[config.mk]
export PLATFORM = sky130hd
export DESIGN_NAME = ump_port_flat
export DESIGN_NICKNAME = d
export VERILOG_FILES = /design/src/ump_pkg.sv /design/src/ump_if.sv /design/src/ump_port.sv /design/src/flat_wrapper.sv
export SDC_FILE = /design/constraint.sdc
export NUM_CORES = 1
export LEC_CHECK = 0
export BUFFER_PORTS_ARGS = -buffer_cell sky130_fd_sc_hd__buf_2
export CAP_MARGIN = 20
export CORE_MARGIN = 4
export CORE_UTILIZATION = 57
export DETAILED_ROUTE_END_ITERATION = 12
export PLACE_DENSITY_LB_ADDON = 0.12
export SYNTH_ARGS = -nofsm -noshare
export SYNTH_HDL_FRONTEND = slang
export SYNTH_SLANG_ARGS = --single-unit
[constraint.sdc]
create_clock -name clk_sys -period 4.4 [get_ports clk_sys]
set_input_delay 0.66 -clock clk_sys [delete_from_list [all_inputs] [get_ports clk_sys]]
set_output_delay 0.66 -clock clk_sys [all_outputs]
set_load 0.01 [all_outputs]
[src/ump_pkg.sv]
// Constants, types and state codes shared by both ends of the user master port.
// Assumes one clock, clk_sys, for both ends.
package ump_pkg;
  localparam int ADDR_W = 18;
  localparam int DATA_W = 36;
  localparam int PAR_LSB = 32;
  localparam int BEATS = 4;
  localparam int CNT_W = 4;
  localparam logic [CNT_W-1:0] LOW_SINGLE_SYNC = 4'h2;
  localparam logic [CNT_W-1:0] LOW_SINGLE_ASYNC = 4'h6;
  localparam logic [CNT_W-1:0] LOW_BWR_SYNC = 4'h6;
  localparam logic [CNT_W-1:0] LOW_BWR_ASYNC = 4'hA;
  localparam logic [CNT_W-1:0] LOW_BRD_SYNC = 4'h3;
  localparam logic [CNT_W-1:0] LOW_BRD_ASYNC = 4'h8;
  localparam logic [1:0] SIZE_8 = 2'h0;
  localparam logic [1:0] SIZE_16 = 2'h1;
  localparam logic [1:0] SIZE_32 = 2'h2;
  localparam logic [1:0] PRIO_DEFAULT = 2'h1;
  localparam logic [1:0] BEAT_LAST = 2'h3;

  typedef logic [DATA_W-1:0] ump_word_t;
  typedef logic [ADDR_W-1:0] ump_addr_t;

  typedef enum logic [2:0] {
    PS_IDLE = 3'h0,
    PS_COLLECT = 3'h1,
    PS_BUSREQ = 3'h3,
    PS_XFER = 3'h2,
    PS_FLAG = 3'h6,
    PS_DELIVER = 3'h7,
    PS_LOCKING = 3'h5
  } ump_port_state_e;

  typedef enum logic [2:0] {
    US_IDLE = 3'h0,
    US_WAIT = 3'h1,
    US_BEATS = 3'h3,
    US_RDRAIN = 3'h2
  } ump_user_state_e;
endpackage

[src/ump_if.sv]
// Pins between the user master port and the user fabric logic.
// Both ends run on clk_sys; no clocking block.
`timescale 1ns/10ps
interface ump_if;
  import ump_pkg::*;
  logic master_port_reset_n;
  ump_word_t master_write_data;
  ump_word_t master_read_data;
  ump_addr_t master_address;
  logic master_write_read_select;
  logic master_request;
  logic master_acknowledge;
  logic master_error_flag;
  logic master_retry_flag;
  logic master_lock_request;
  logic master_burst_request;
  logic [1:0] master_transfer_size;

  modport port (
    input master_port_reset_n, master_write_data, master_address, master_write_read_select,
    input master_request, master_lock_request, master_burst_request, master_transfer_size,
    output master_read_data, master_acknowledge, master_error_flag, master_retry_flag
  );
  modport user (
    output master_port_reset_n, master_write_data, master_address, master_write_read_select,
    output master_request, master_lock_request, master_burst_request, master_transfer_size,
    input master_read_data, master_acknowledge, master_error_flag, master_retry_flag
  );
endinterface

[src/ump_port.sv]
// User master port: takes user requests and runs them on the system bus side.
// Assumes a system bus arbiter that grants sb_req and a slave that pulses sb_done per beat.
`timescale 1ns/10ps
module ump_port #(
  parameter bit ASYNC_MODE = 1'b0,
  parameter logic [1:0] PRIORITY = ump_pkg::PRIO_DEFAULT
) (
  // Clock and reset
  input wire logic clk_sys,
  input wire logic nrst,
  // User side
  ump_if.port mp,
  // System bus request and arbitration
  output logic sb_req,
  output logic [1:0] sb_prio,
  output logic sb_lock,
  input wire logic sb_gnt,
  input wire logic sb_lost,
  // System bus transfer
  output logic sb_valid,
  output ump_pkg::ump_addr_t sb_addr,
  output logic sb_write,
  output logic [1:0] sb_size,
  output ump_pkg::ump_word_t sb_wdata,
  input wire logic sb_done,
  input wire ump_pkg::ump_word_t sb_rdata,
  input wire logic sb_err,
  input wire logic sb_retry
);
  import ump_pkg::*;

  ump_port_state_e state_reg, state_next;
  ump_word_t fifo_reg [BEATS];
  ump_word_t fifo_next [BEATS];
  ump_word_t rdata_reg, rdata_next;
  ump_addr_t addr_reg, addr_next;
  logic [1:0] size_reg, size_next;
  logic [1:0] beat_reg, beat_next;
  logic [CNT_W-1:0] low_reg, low_next;
  logic wr_reg, wr_next;
  logic burst_reg, burst_next;
  logic err_reg, err_next;
  logic retry_reg, retry_next;
  logic lock_reg, lock_next;
  logic ack;
  logic rst_all;
  logic [CNT_W-1:0] low_min;
  ump_addr_t wrap_mask;
  ump_addr_t step;

  // Either reset clears every control
  assign rst_all = !nrst || !mp.master_port_reset_n;

  // Acknowledge is high when idle, while seeking the lock, or presenting a burst read word
  assign ack = (state_reg == PS_IDLE) || (state_reg == PS_LOCKING) ||
               (state_reg == PS_DELIVER);
  assign mp.master_acknowledge = ack;
  assign mp.master_error_flag = err_reg;
  assign mp.master_retry_flag = retry_reg;
  assign mp.master_read_data = rdata_reg;

  // Async mode is modelled as extra crossing latency on one clock
  always_comb begin
    if (burst_reg && wr_reg) begin
      low_min = ASYNC_MODE ? LOW_BWR_ASYNC : LOW_BWR_SYNC;
    end else if (burst_reg) begin
      low_min = ASYNC_MODE ? LOW_BRD_ASYNC : LOW_BRD_SYNC;
    end else begin
      low_min = ASYNC_MODE ? LOW_SINGLE_ASYNC : LOW_SINGLE_SYNC;
    end
  end

  // Beat address wraps inside the four-beat block of the chosen size
  always_comb begin
    wrap_mask = ump_addr_t'((ADDR_W'(BEATS) << size_reg) - ADDR_W'(1));
    step = ump_addr_t'(ADDR_W'(beat_reg) << size_reg);
    sb_addr = (addr_reg & ~wrap_mask) | ((addr_reg + step) & wrap_mask);
  end

  // Bus side; the arbiter grants by this priority
  assign sb_prio = PRIORITY;
  assign sb_req = (state_reg == PS_BUSREQ) || (state_reg == PS_XFER) ||
                  (state_reg == PS_LOCKING) || lock_reg;
  assign sb_lock = lock_reg;
  assign sb_valid = (state_reg == PS_XFER) && sb_gnt;
  assign sb_write = wr_reg;
  assign sb_size = size_reg;
  assign sb_wdata = fifo_reg[beat_reg];

  always_comb begin
    state_next = state_reg;
    fifo_next = fifo_reg;
    rdata_next = rdata_reg;
    addr_next = addr_reg;
    size_next = size_reg;
    beat_next = beat_reg;
    wr_next = wr_reg;
    burst_next = burst_reg;
    err_next = err_reg;
    retry_next = retry_reg;
    lock_next = lock_reg;
    low_next = ack ? '0 : ((low_reg == '1) ? low_reg : low_reg + CNT_W'(1));
    unique case (state_reg)
      // A request with master_lock_request that arrives while the lock is sought is still taken, as ack is high
      PS_IDLE, PS_LOCKING: begin
        if (state_reg == PS_LOCKING && sb_gnt) begin
          lock_next = 1'b1;
          state_next = PS_IDLE;
        end
        if (mp.master_request) begin
          if ((lock_reg || state_reg == PS_LOCKING) && !mp.master_lock_request) begin
            lock_next = 1'b0;
            state_next = PS_IDLE;
          end else begin
            addr_next = mp.master_address;
            size_next = mp.master_transfer_size;
            wr_next = mp.master_write_read_select;
            burst_next = mp.master_burst_request;
            fifo_next[0] = mp.master_write_data;
            err_next = 1'b0;
            retry_next = 1'b0;
            beat_next = '0;
            if (mp.master_burst_request && mp.master_write_read_select) begin
              beat_next = 2'h1;
              state_next = PS_COLLECT;
            end else begin
              state_next = PS_BUSREQ;
            end
          end
        end else if (mp.master_lock_request && !lock_reg) begin
          state_next = PS_LOCKING;
        end
      end
      // Requests here feed burst beats; a dropped burst request sets the error flag and goes to PS_FLAG
      PS_COLLECT: begin
        if (!mp.master_burst_request) begin
          err_next = 1'b1;
          state_next = PS_FLAG;
        end else if (mp.master_request) begin
          fifo_next[beat_reg] = mp.master_write_data;
          if (beat_reg == BEAT_LAST) begin
            beat_next = '0;
            state_next = PS_BUSREQ;
          end else begin
            beat_next = beat_reg + 2'h1;
          end
        end
      end
      PS_BUSREQ: begin
        if (sb_gnt) begin
          state_next = PS_XFER;
        end
      end
      PS_XFER: begin
        if (sb_lost && burst_reg) begin
          retry_next = 1'b1;
          state_next = PS_FLAG;
        end else if (sb_done) begin
          if (sb_err || sb_retry) begin
            err_next = sb_err;
            retry_next = sb_retry;
            state_next = PS_FLAG;
          end else begin
            fifo_next[beat_reg] = sb_rdata;
            if (!burst_reg) begin
              if (!wr_reg) begin
                rdata_next = sb_rdata;
              end
              state_next = PS_FLAG;
            end else if (beat_reg == BEAT_LAST) begin
              beat_next = '0;
              if (wr_reg) begin
                state_next = PS_FLAG;
              end else begin
                rdata_next = fifo_reg[0];
                state_next = PS_FLAG;
              end
            end else begin
              beat_next = beat_reg + 2'h1;
            end
          end
        end
      end
      // Flags are already set here, so they lead acknowledge by at least a cycle
      PS_FLAG: begin
        // A saturated count would wrap to zero in the sum and never let the state go
        if ((low_reg == '1) || (low_reg + CNT_W'(1) >= low_min)) begin
          if (burst_reg && !wr_reg && !err_reg && !retry_reg) begin
            state_next = PS_DELIVER;
          end else begin
            state_next = PS_IDLE;
          end
        end
      end
      PS_DELIVER: begin
        if (mp.master_request) begin
          if (beat_reg == BEAT_LAST) begin
            state_next = PS_IDLE;
          end else begin
            beat_next = beat_reg + 2'h1;
            rdata_next = fifo_reg[beat_reg + 2'h1];
          end
        end else if (!mp.master_burst_request && beat_reg < 2'h2) begin
          err_next = 1'b1;
          state_next = PS_FLAG;
        end
      end
      default: begin
        state_next = PS_IDLE;
      end
    endcase
  end

  always_ff @(posedge clk_sys) begin
    if (rst_all) begin
      state_reg <= PS_IDLE;
      for (int i = 0; i < BEATS; i++) begin
        fifo_reg[i] <= '0;
      end
      rdata_reg <= '0;
      addr_reg <= '0;
      size_reg <= SIZE_32;
      beat_reg <= '0;
      low_reg <= '0;
      wr_reg <= 1'b0;
      burst_reg <= 1'b0;
      err_reg <= 1'b0;
      retry_reg <= 1'b0;
      lock_reg <= 1'b0;
    end else begin
      state_reg <= state_next;
      fifo_reg <= fifo_next;
      rdata_reg <= rdata_next;
      addr_reg <= addr_next;
      size_reg <= size_next;
      beat_reg <= beat_next;
      low_reg <= low_next;
      wr_reg <= wr_next;
      burst_reg <= burst_next;
      err_reg <= err_next;
      retry_reg <= retry_next;
      lock_reg <= lock_next;
    end
  end
endmodule

[src/flat_wrapper.sv]
// flat-port wrapper written by rule: the top's interface ports become plain ports
module ump_port_flat import ump_pkg::*;
#(
  parameter bit ASYNC_MODE = 1'b0,
  parameter logic [1:0] PRIORITY = ump_pkg::PRIO_DEFAULT
)
  (clk_sys, nrst, sb_req, sb_prio, sb_lock, sb_gnt, sb_lost, sb_valid, sb_addr, sb_write, sb_size, sb_wdata, sb_done, sb_rdata, sb_err, sb_retry, mp_master_port_reset_n, mp_master_write_data, mp_master_address, mp_master_write_read_select, mp_master_request, mp_master_lock_request, mp_master_burst_request, mp_master_transfer_size, mp_master_read_data, mp_master_acknowledge, mp_master_error_flag, mp_master_retry_flag);
  ump_if mp_i ();
  input wire logic clk_sys;
  input wire logic nrst;
  output logic sb_req;
  output logic [1:0] sb_prio;
  output logic sb_lock;
  input wire logic sb_gnt;
  input wire logic sb_lost;
  output logic sb_valid;
  output ump_pkg::ump_addr_t sb_addr;
  output logic sb_write;
  output logic [1:0] sb_size;
  output ump_pkg::ump_word_t sb_wdata;
  input wire logic sb_done;
  input wire ump_pkg::ump_word_t sb_rdata;
  input wire logic sb_err;
  input wire logic sb_retry;
  input wire logic [$bits(mp_i.master_port_reset_n)-1:0] mp_master_port_reset_n;
  input wire logic [$bits(mp_i.master_write_data)-1:0] mp_master_write_data;
  input wire logic [$bits(mp_i.master_address)-1:0] mp_master_address;
  input wire logic [$bits(mp_i.master_write_read_select)-1:0] mp_master_write_read_select;
  input wire logic [$bits(mp_i.master_request)-1:0] mp_master_request;
  input wire logic [$bits(mp_i.master_lock_request)-1:0] mp_master_lock_request;
  input wire logic [$bits(mp_i.master_burst_request)-1:0] mp_master_burst_request;
  input wire logic [$bits(mp_i.master_transfer_size)-1:0] mp_master_transfer_size;
  output wire logic [$bits(mp_i.master_read_data)-1:0] mp_master_read_data;
  output wire logic [$bits(mp_i.master_acknowledge)-1:0] mp_master_acknowledge;
  output wire logic [$bits(mp_i.master_error_flag)-1:0] mp_master_error_flag;
  output wire logic [$bits(mp_i.master_retry_flag)-1:0] mp_master_retry_flag;
  assign mp_i.master_port_reset_n = mp_master_port_reset_n;
  assign mp_i.master_write_data = mp_master_write_data;
  assign mp_i.master_address = mp_master_address;
  assign mp_i.master_write_read_select = mp_master_write_read_select;
  assign mp_i.master_request = mp_master_request;
  assign mp_i.master_lock_request = mp_master_lock_request;
  assign mp_i.master_burst_request = mp_master_burst_request;
  assign mp_i.master_transfer_size = mp_master_transfer_size;
  assign mp_master_read_data = mp_i.master_read_data;
  assign mp_master_acknowledge = mp_i.master_acknowledge;
  assign mp_master_error_flag = mp_i.master_error_flag;
  assign mp_master_retry_flag = mp_i.master_retry_flag;
  ump_port #(.ASYNC_MODE(ASYNC_MODE), .PRIORITY(PRIORITY)) u_core (.clk_sys(clk_sys), .nrst(nrst), .mp(mp_i), .sb_req(sb_req), .sb_prio(sb_prio), .sb_lock(sb_lock), .sb_gnt(sb_gnt), .sb_lost(sb_lost), .sb_valid(sb_valid), .sb_addr(sb_addr), .sb_write(sb_write), .sb_size(sb_size), .sb_wdata(sb_wdata), .sb_done(sb_done), .sb_rdata(sb_rdata), .sb_err(sb_err), .sb_retry(sb_retry));
endmodule
== Word level (Yosys, flattened, before mapping) ==
Index checks and enable logic that the tools add are counted.
W data, S select, Z words.

* Register bits: 214
* Input port bits: 104
* Output and inout bits: 101
* Word-level logic and storage cells: 192

* $add $sub $neg: 4
* Magnitude comparators: 5
* Equal/unequal tests: 34
* Shift operators: 2
* Multiplexer cells: 80
* Bitwise gates (word level): 7
* Reduce and logical (&&, ||, !) cells: 45

{| class="wikitable"
|+ Operators with widths
! cell !! count
|-
| $mux W144 || 5
|-
| $mux W36 || 16
|-
| $bwmux W144 || 2
|-
| $pmux W108 S2 || 1
|-
| $bmux W36 S2 || 2
|-
| $pmux W36 S3 || 1
|-
| $demux W36 S2 || 1
|-
| $pmux W36 S2 || 1
|-
| $mux W3 || 18
|-
| $and A18 B18 Y18 || 2
|-
| $ne A2 B2 Y1 const B || 15
|-
| $mux W2 || 12
|-
| $add A18 B18 Y18 || 1
|-
| $ne A3 B3 Y1 const B || 6
|-
| $not A18 Y18 || 1
|-
| $or A18 B18 Y18 || 1
|-
| $pmux W3 S6 || 1
|-
| $reduce_and A9 Y1 || 2
|-
| $shl A2 B2 Y18 || 1
|-
| $shl A3 B2 Y18 const A || 1
|-
| $sub A18 B2 Y18 const B || 1
|-
| $mux W1 || 16
|-
| $reduce_and A8 Y1 || 2
|-
| $logic_and A1 B1 Y1 || 12
|-
| other kinds (32) || 56
|}

== Logic depth before layout (Yosys ltp) ==
* Word-level depth: 10
* Gate-level depth with buffers: 11
* Mapped depth without buffers: 10

== Worst setup path before layout ==
Ideal clock, no wire load.

* Path type: reg2out
* Start point: register u_core.beat_reg[1]
* End point: output sb_addr[10]
* Data arrival time: 2708 ps
* Data required time: 3740 ps
* Path slack: 1032 ps
* Stages on the path, launching flop included: 12
* Buffers on the path: 3
* Cell sequence: dfxtp_1 > clkbuf_1 > clkbuf_1 > buf_1 > nand2_1 > o21ai_0 > ha_1 > a21o_1 > a21o_1 > a21oi_1 > nor4_1 > xor2_1

* Cells in the longest elaborated chain, start to end: 4

{| class="wikitable"
|+ RTL lines
! what !! line !! RTL
|-
| start: declaration || ump_port.sv:38 || <nowiki>logic [1:0] beat_reg, beat_next;</nowiki>
|-
| start signal: assignment || ump_port.sv:236 || <nowiki>beat_reg <= beat_next;</nowiki>
|-
| $shl A2 B2 Y18 || ump_port.sv:76 || <nowiki>step = ump_addr_t'(ADDR_W'(beat_reg) << size_reg);</nowiki>
|-
| $add A18 B18 Y18 || ump_port.sv:77 || <nowiki>sb_addr = (addr_reg & ~wrap_mask) | ((addr_reg + step) & wrap_mask);</nowiki>
|-
| $and A18 B18 Y18 || ump_port.sv:77 ||
|-
| $or A18 B18 Y18 || ump_port.sv:77 ||
|-
| end: declaration || flat_wrapper.sv:17 || <nowiki>output ump_pkg::ump_addr_t sb_addr;</nowiki>
|}

Every way passes these cells.

== Final worst setup path ==
* Start point: register u_core.beat_reg[1]
* End point: output sb_addr[16]

Same word-level chain as after synthesis.

==> reports/results.txt <==
Diode count: 0
Status: finished clean
Placed instance area: 12780 um2
# rows: 52
Total Power: 5.300 mW
Final nets: 1461
Initial Util: 0.5785
CTS Buffer Depth: 3
Total grt overflow: 0
Final period util: 0.9087
Critical Path Source: u_core.beat_reg[1]
Via/cell ratio: 6.435
Setup Viol. Count Final: 0
Worst R2R Start: u_core.beat_reg[1]
Wire per inst: 21.45 um
Total track usage: 0.2999
Cell Area, Synth: 11670 um2
Async S/R FF share, synth: 0
Cells after Synth: 1221
Cts hold-fix bufs: 0
Largest net degree at the start of global routing: 91
Leakage power: 5.312 nW
Final setup TNS: 0 ns
P&R area growth vs syn: 17.86%
Die extent in x: 151.1 um
Ys flop type: dfxtp_1
Syn Nets: 1339
Core box area: 20170 um2
Vias in the first global route: 10072
Sequential area share after synthesis: 0.3671
Die ar.: 22830 um2
Fin util: 0.6819
Worst setup SP type: flop
Final WS setup: 0.4019 ns
Worst Max-Slew Pin Slew: 1.056 ns
CP Data Required Time: 3.74 ns
R2r setup slk: 1.24 ns
#FFs+latches synth: 214
Global-route wire length before repair: 54530 um
Detailed Routing Iterations Pass 1: 6
Final min period: 3.998 ns
Critical-path cell list: nand2_1 -> o21ai_0 -> ha_1 -> a21o_1 -> a21o_1 -> a21oi_1 -> nor4_1 -> xor2_1 -> buf_2
Worst path bufs/invs: 1
Largest register FFs: 144
Place WS: 0.9114 ns
CP endpoint kind: primary output
Arrival time at the worst endpoint: 3.34 ns
1st-iter DRT viols: 763
PostCTS Resize Cnt: 0
Critical path's slowest cell: dfxtp_2
Worst r2r path cells: 7
Initial antenna violation count: 1
Levels on crit path: 9
CP most frequent cell: a21o_1
Crit path kind: flop to primary output
Cell Pwr Density: 385.4 nW/um2
# IOs: 205
Die H: 151.1 um
RePlAce Congestion: 0.8843
Clk slew on worst S/H paths: 0.06 ns
H-tree levels: 1
Clk_lat worst skew: 0.53 ns
Filler instances: 1675
Area of the multi-input gates: 6900 um2
Unrepaired setup endpoints after global routing: false
CTS Sinks: 214
Share of layout cells above drive strength 1: 0.2667
Final wirelength: 34980 um
Cell variety after synth: 59
Avg Cell Area, Syn: 9.557 um2
Max_cap viols: 0
Delay-heaviest family, CP: compound AO/OA/AOI/OAI gates
HP Class: primary input to flop
Yosys warnings: 0
Critical Path Max Stage Delay: 0.88 ns
PortBufs: 202
Dpl hpwl: 21110 um
CTS root buffer: clkbuf_16
Routed Antenna Nets: 0
Post-synth EDFFs: 0
Register area: 4290 um2
Fin. max-slew vios: 0
TritonCTS buffer count: 25
Setup Fix Bufs, Post-CTS: 0
TritonCTS clock tree: done
Design area: 13750 um2
Max_slew headroom: 0.2959
Layout Skew: 0.01427 ns
DR DRC count: 0
Vias: 10495
Final Hold Vio Count: 0
Worst reg2reg endpoint: u_core.mp.master_read_data[21]
Worst Setup EP: sb_addr[16]
Max rail drop VDD: 0.2834 mV
FMAX: 0.2501 GHz
CP Max Fanout: 30
-- Yosys cell counts, drive strengths merged, types with 3 or more instances --
library cell / instances / share of area
nor3: 7 / 0.0034
o21ai: 30 / 0.013
a22oi: 36 / 0.023
a21o: 6 / 0.0039
clkbuf: 88 / 0.028
xor2: 10 / 0.0075
buf: 42 / 0.018
nand3: 5 / 0.0021
dfxtp: 214 / 0.37
a22o: 37 / 0.028
and2: 5 / 0.0027
o211ai: 39 / 0.025
nor4: 4 / 0.0021
nor2b: 7 / 0.0038
a31oi: 4 / 0.0021
a21oi: 60 / 0.026
o2bb2ai: 36 / 0.027
nand2: 117 / 0.038
and3: 3 / 0.0016
mux4: 72 / 0.14
ha: 13 / 0.014
nor2: 134 / 0.043
mux2i: 87 / 0.075
nor3b: 5 / 0.0046
inv: 8 / 0.0026
nand2b: 5 / 0.0027
a211oi: 112 / 0.072
-- stage by stage --
step | std cells | hold WS [ns]
2_1_floorplan | 1221 | 0.4583
3_3_place_gp | 1586 | 0.4375
3_5_place_dp | 1586 | 0.4426
4_1_cts | 1631 | 0.3572
5_1_grt | 1631 | 0.3714
6_report | 1631 | 0.3725
-- layout by cell type (no fill, tap or decap), types with 8 or more instances in the layout --
cell type  count
a22oi_1       36
buf_4         20
xor2_1        10
a211oi_1     112
clkbuf_16     25
o2bb2ai_1     36
a22o_1        37
o21ai_0       30
buf_2        202
nand2_1      115
clkbuf_8       8
ha_1          12
dfxtp_1      211
mux4_2        72
nor2_1       132
mux2i_1       87
inv_1          8
o211ai_1      39
a21oi_1       60
-- where the power goes --
part	internal [mW]	switching, mW	leakage (nW)
clock network	1.58	0.844	0.480
logic	0.341	0.501	3.10
registers	1.98	0.0551	1.73
-- worst reg2reg max path, delay by kind of cell (launching register included) --
| kind | cells | cell delay, ns |
|---|---|---|
| flip-flops | 1 | 0.88 |
| adder cells (fa/ha/maj) | 1 | 0.38 |
| buffers and inverters | 2 | 0.48 |
| AO/OA/AOI/OAI | 4 | 1.35 |
-- worst min-delay path by stage --
stage                     depth (start not counted)                            from                        endpoint  slack, ns
final                                             3      mp_master_transfer_size[1]               u_core.sb_size[1]       0.37
after global routing                              3           mp_master_address[10]             u_core.addr_reg[10]       0.37
after CTS                                         3      mp_master_transfer_size[1]               u_core.sb_size[1]       0.36
after detailed placement                          2  u_core.mp.master_read_data[31]  u_core.mp.master_read_data[31]       0.44
after global placement                            2   u_core.mp.master_read_data[4]   u_core.mp.master_read_data[4]       0.44
after floorplan                                   2             u_core.addr_reg[17]             u_core.addr_reg[17]       0.46
-- cell type report --
cell class              instances  share of cell area
clock buffers                  33             0.05349
clock inverters                12             0.01729
inverters                       8            0.002183
multi-input cells             869              0.5017
flip-flops and latches        214              0.3120
well taps                     270             0.02456
repair buffers                225             0.08879
-- cells by family (layout without fill, tap and decap cells) --
logic type | count (synthesis) | after routing | share of synthesized area
flip-flops | 214 | 214 | 0.3671
adder cells (fa/ha/maj) | 14 | 14 | 0.01566
AO/OA/AOI/OAI | 376 | 376 | 0.2317
multiplexers | 160 | 160 | 0.2146
other | 2 | 2 | 0.0006436
AND/OR/NAND/NOR | 305 | 305 | 0.1125
XOR/XNOR | 12 | 12 | 0.009007
buffers and inverters | 138 | 278 | 0.04879
-- layer usage --
| layer | share of wire | vias up | track usage |
|---|---|---|---|
| met5 | 0.00020 | - | 0 |
| met4 | 0.029 | 2 | 0.09565 |
| met3 | 0.091 | 80 | 0.05925 |
| met2 | 0.47 | 491 | 0.4876 |
| met1 | 0.41 | 5067 | 0.4048 |
| li1 | - | 4855 | - |
Power figures use the tool's default switching activity.
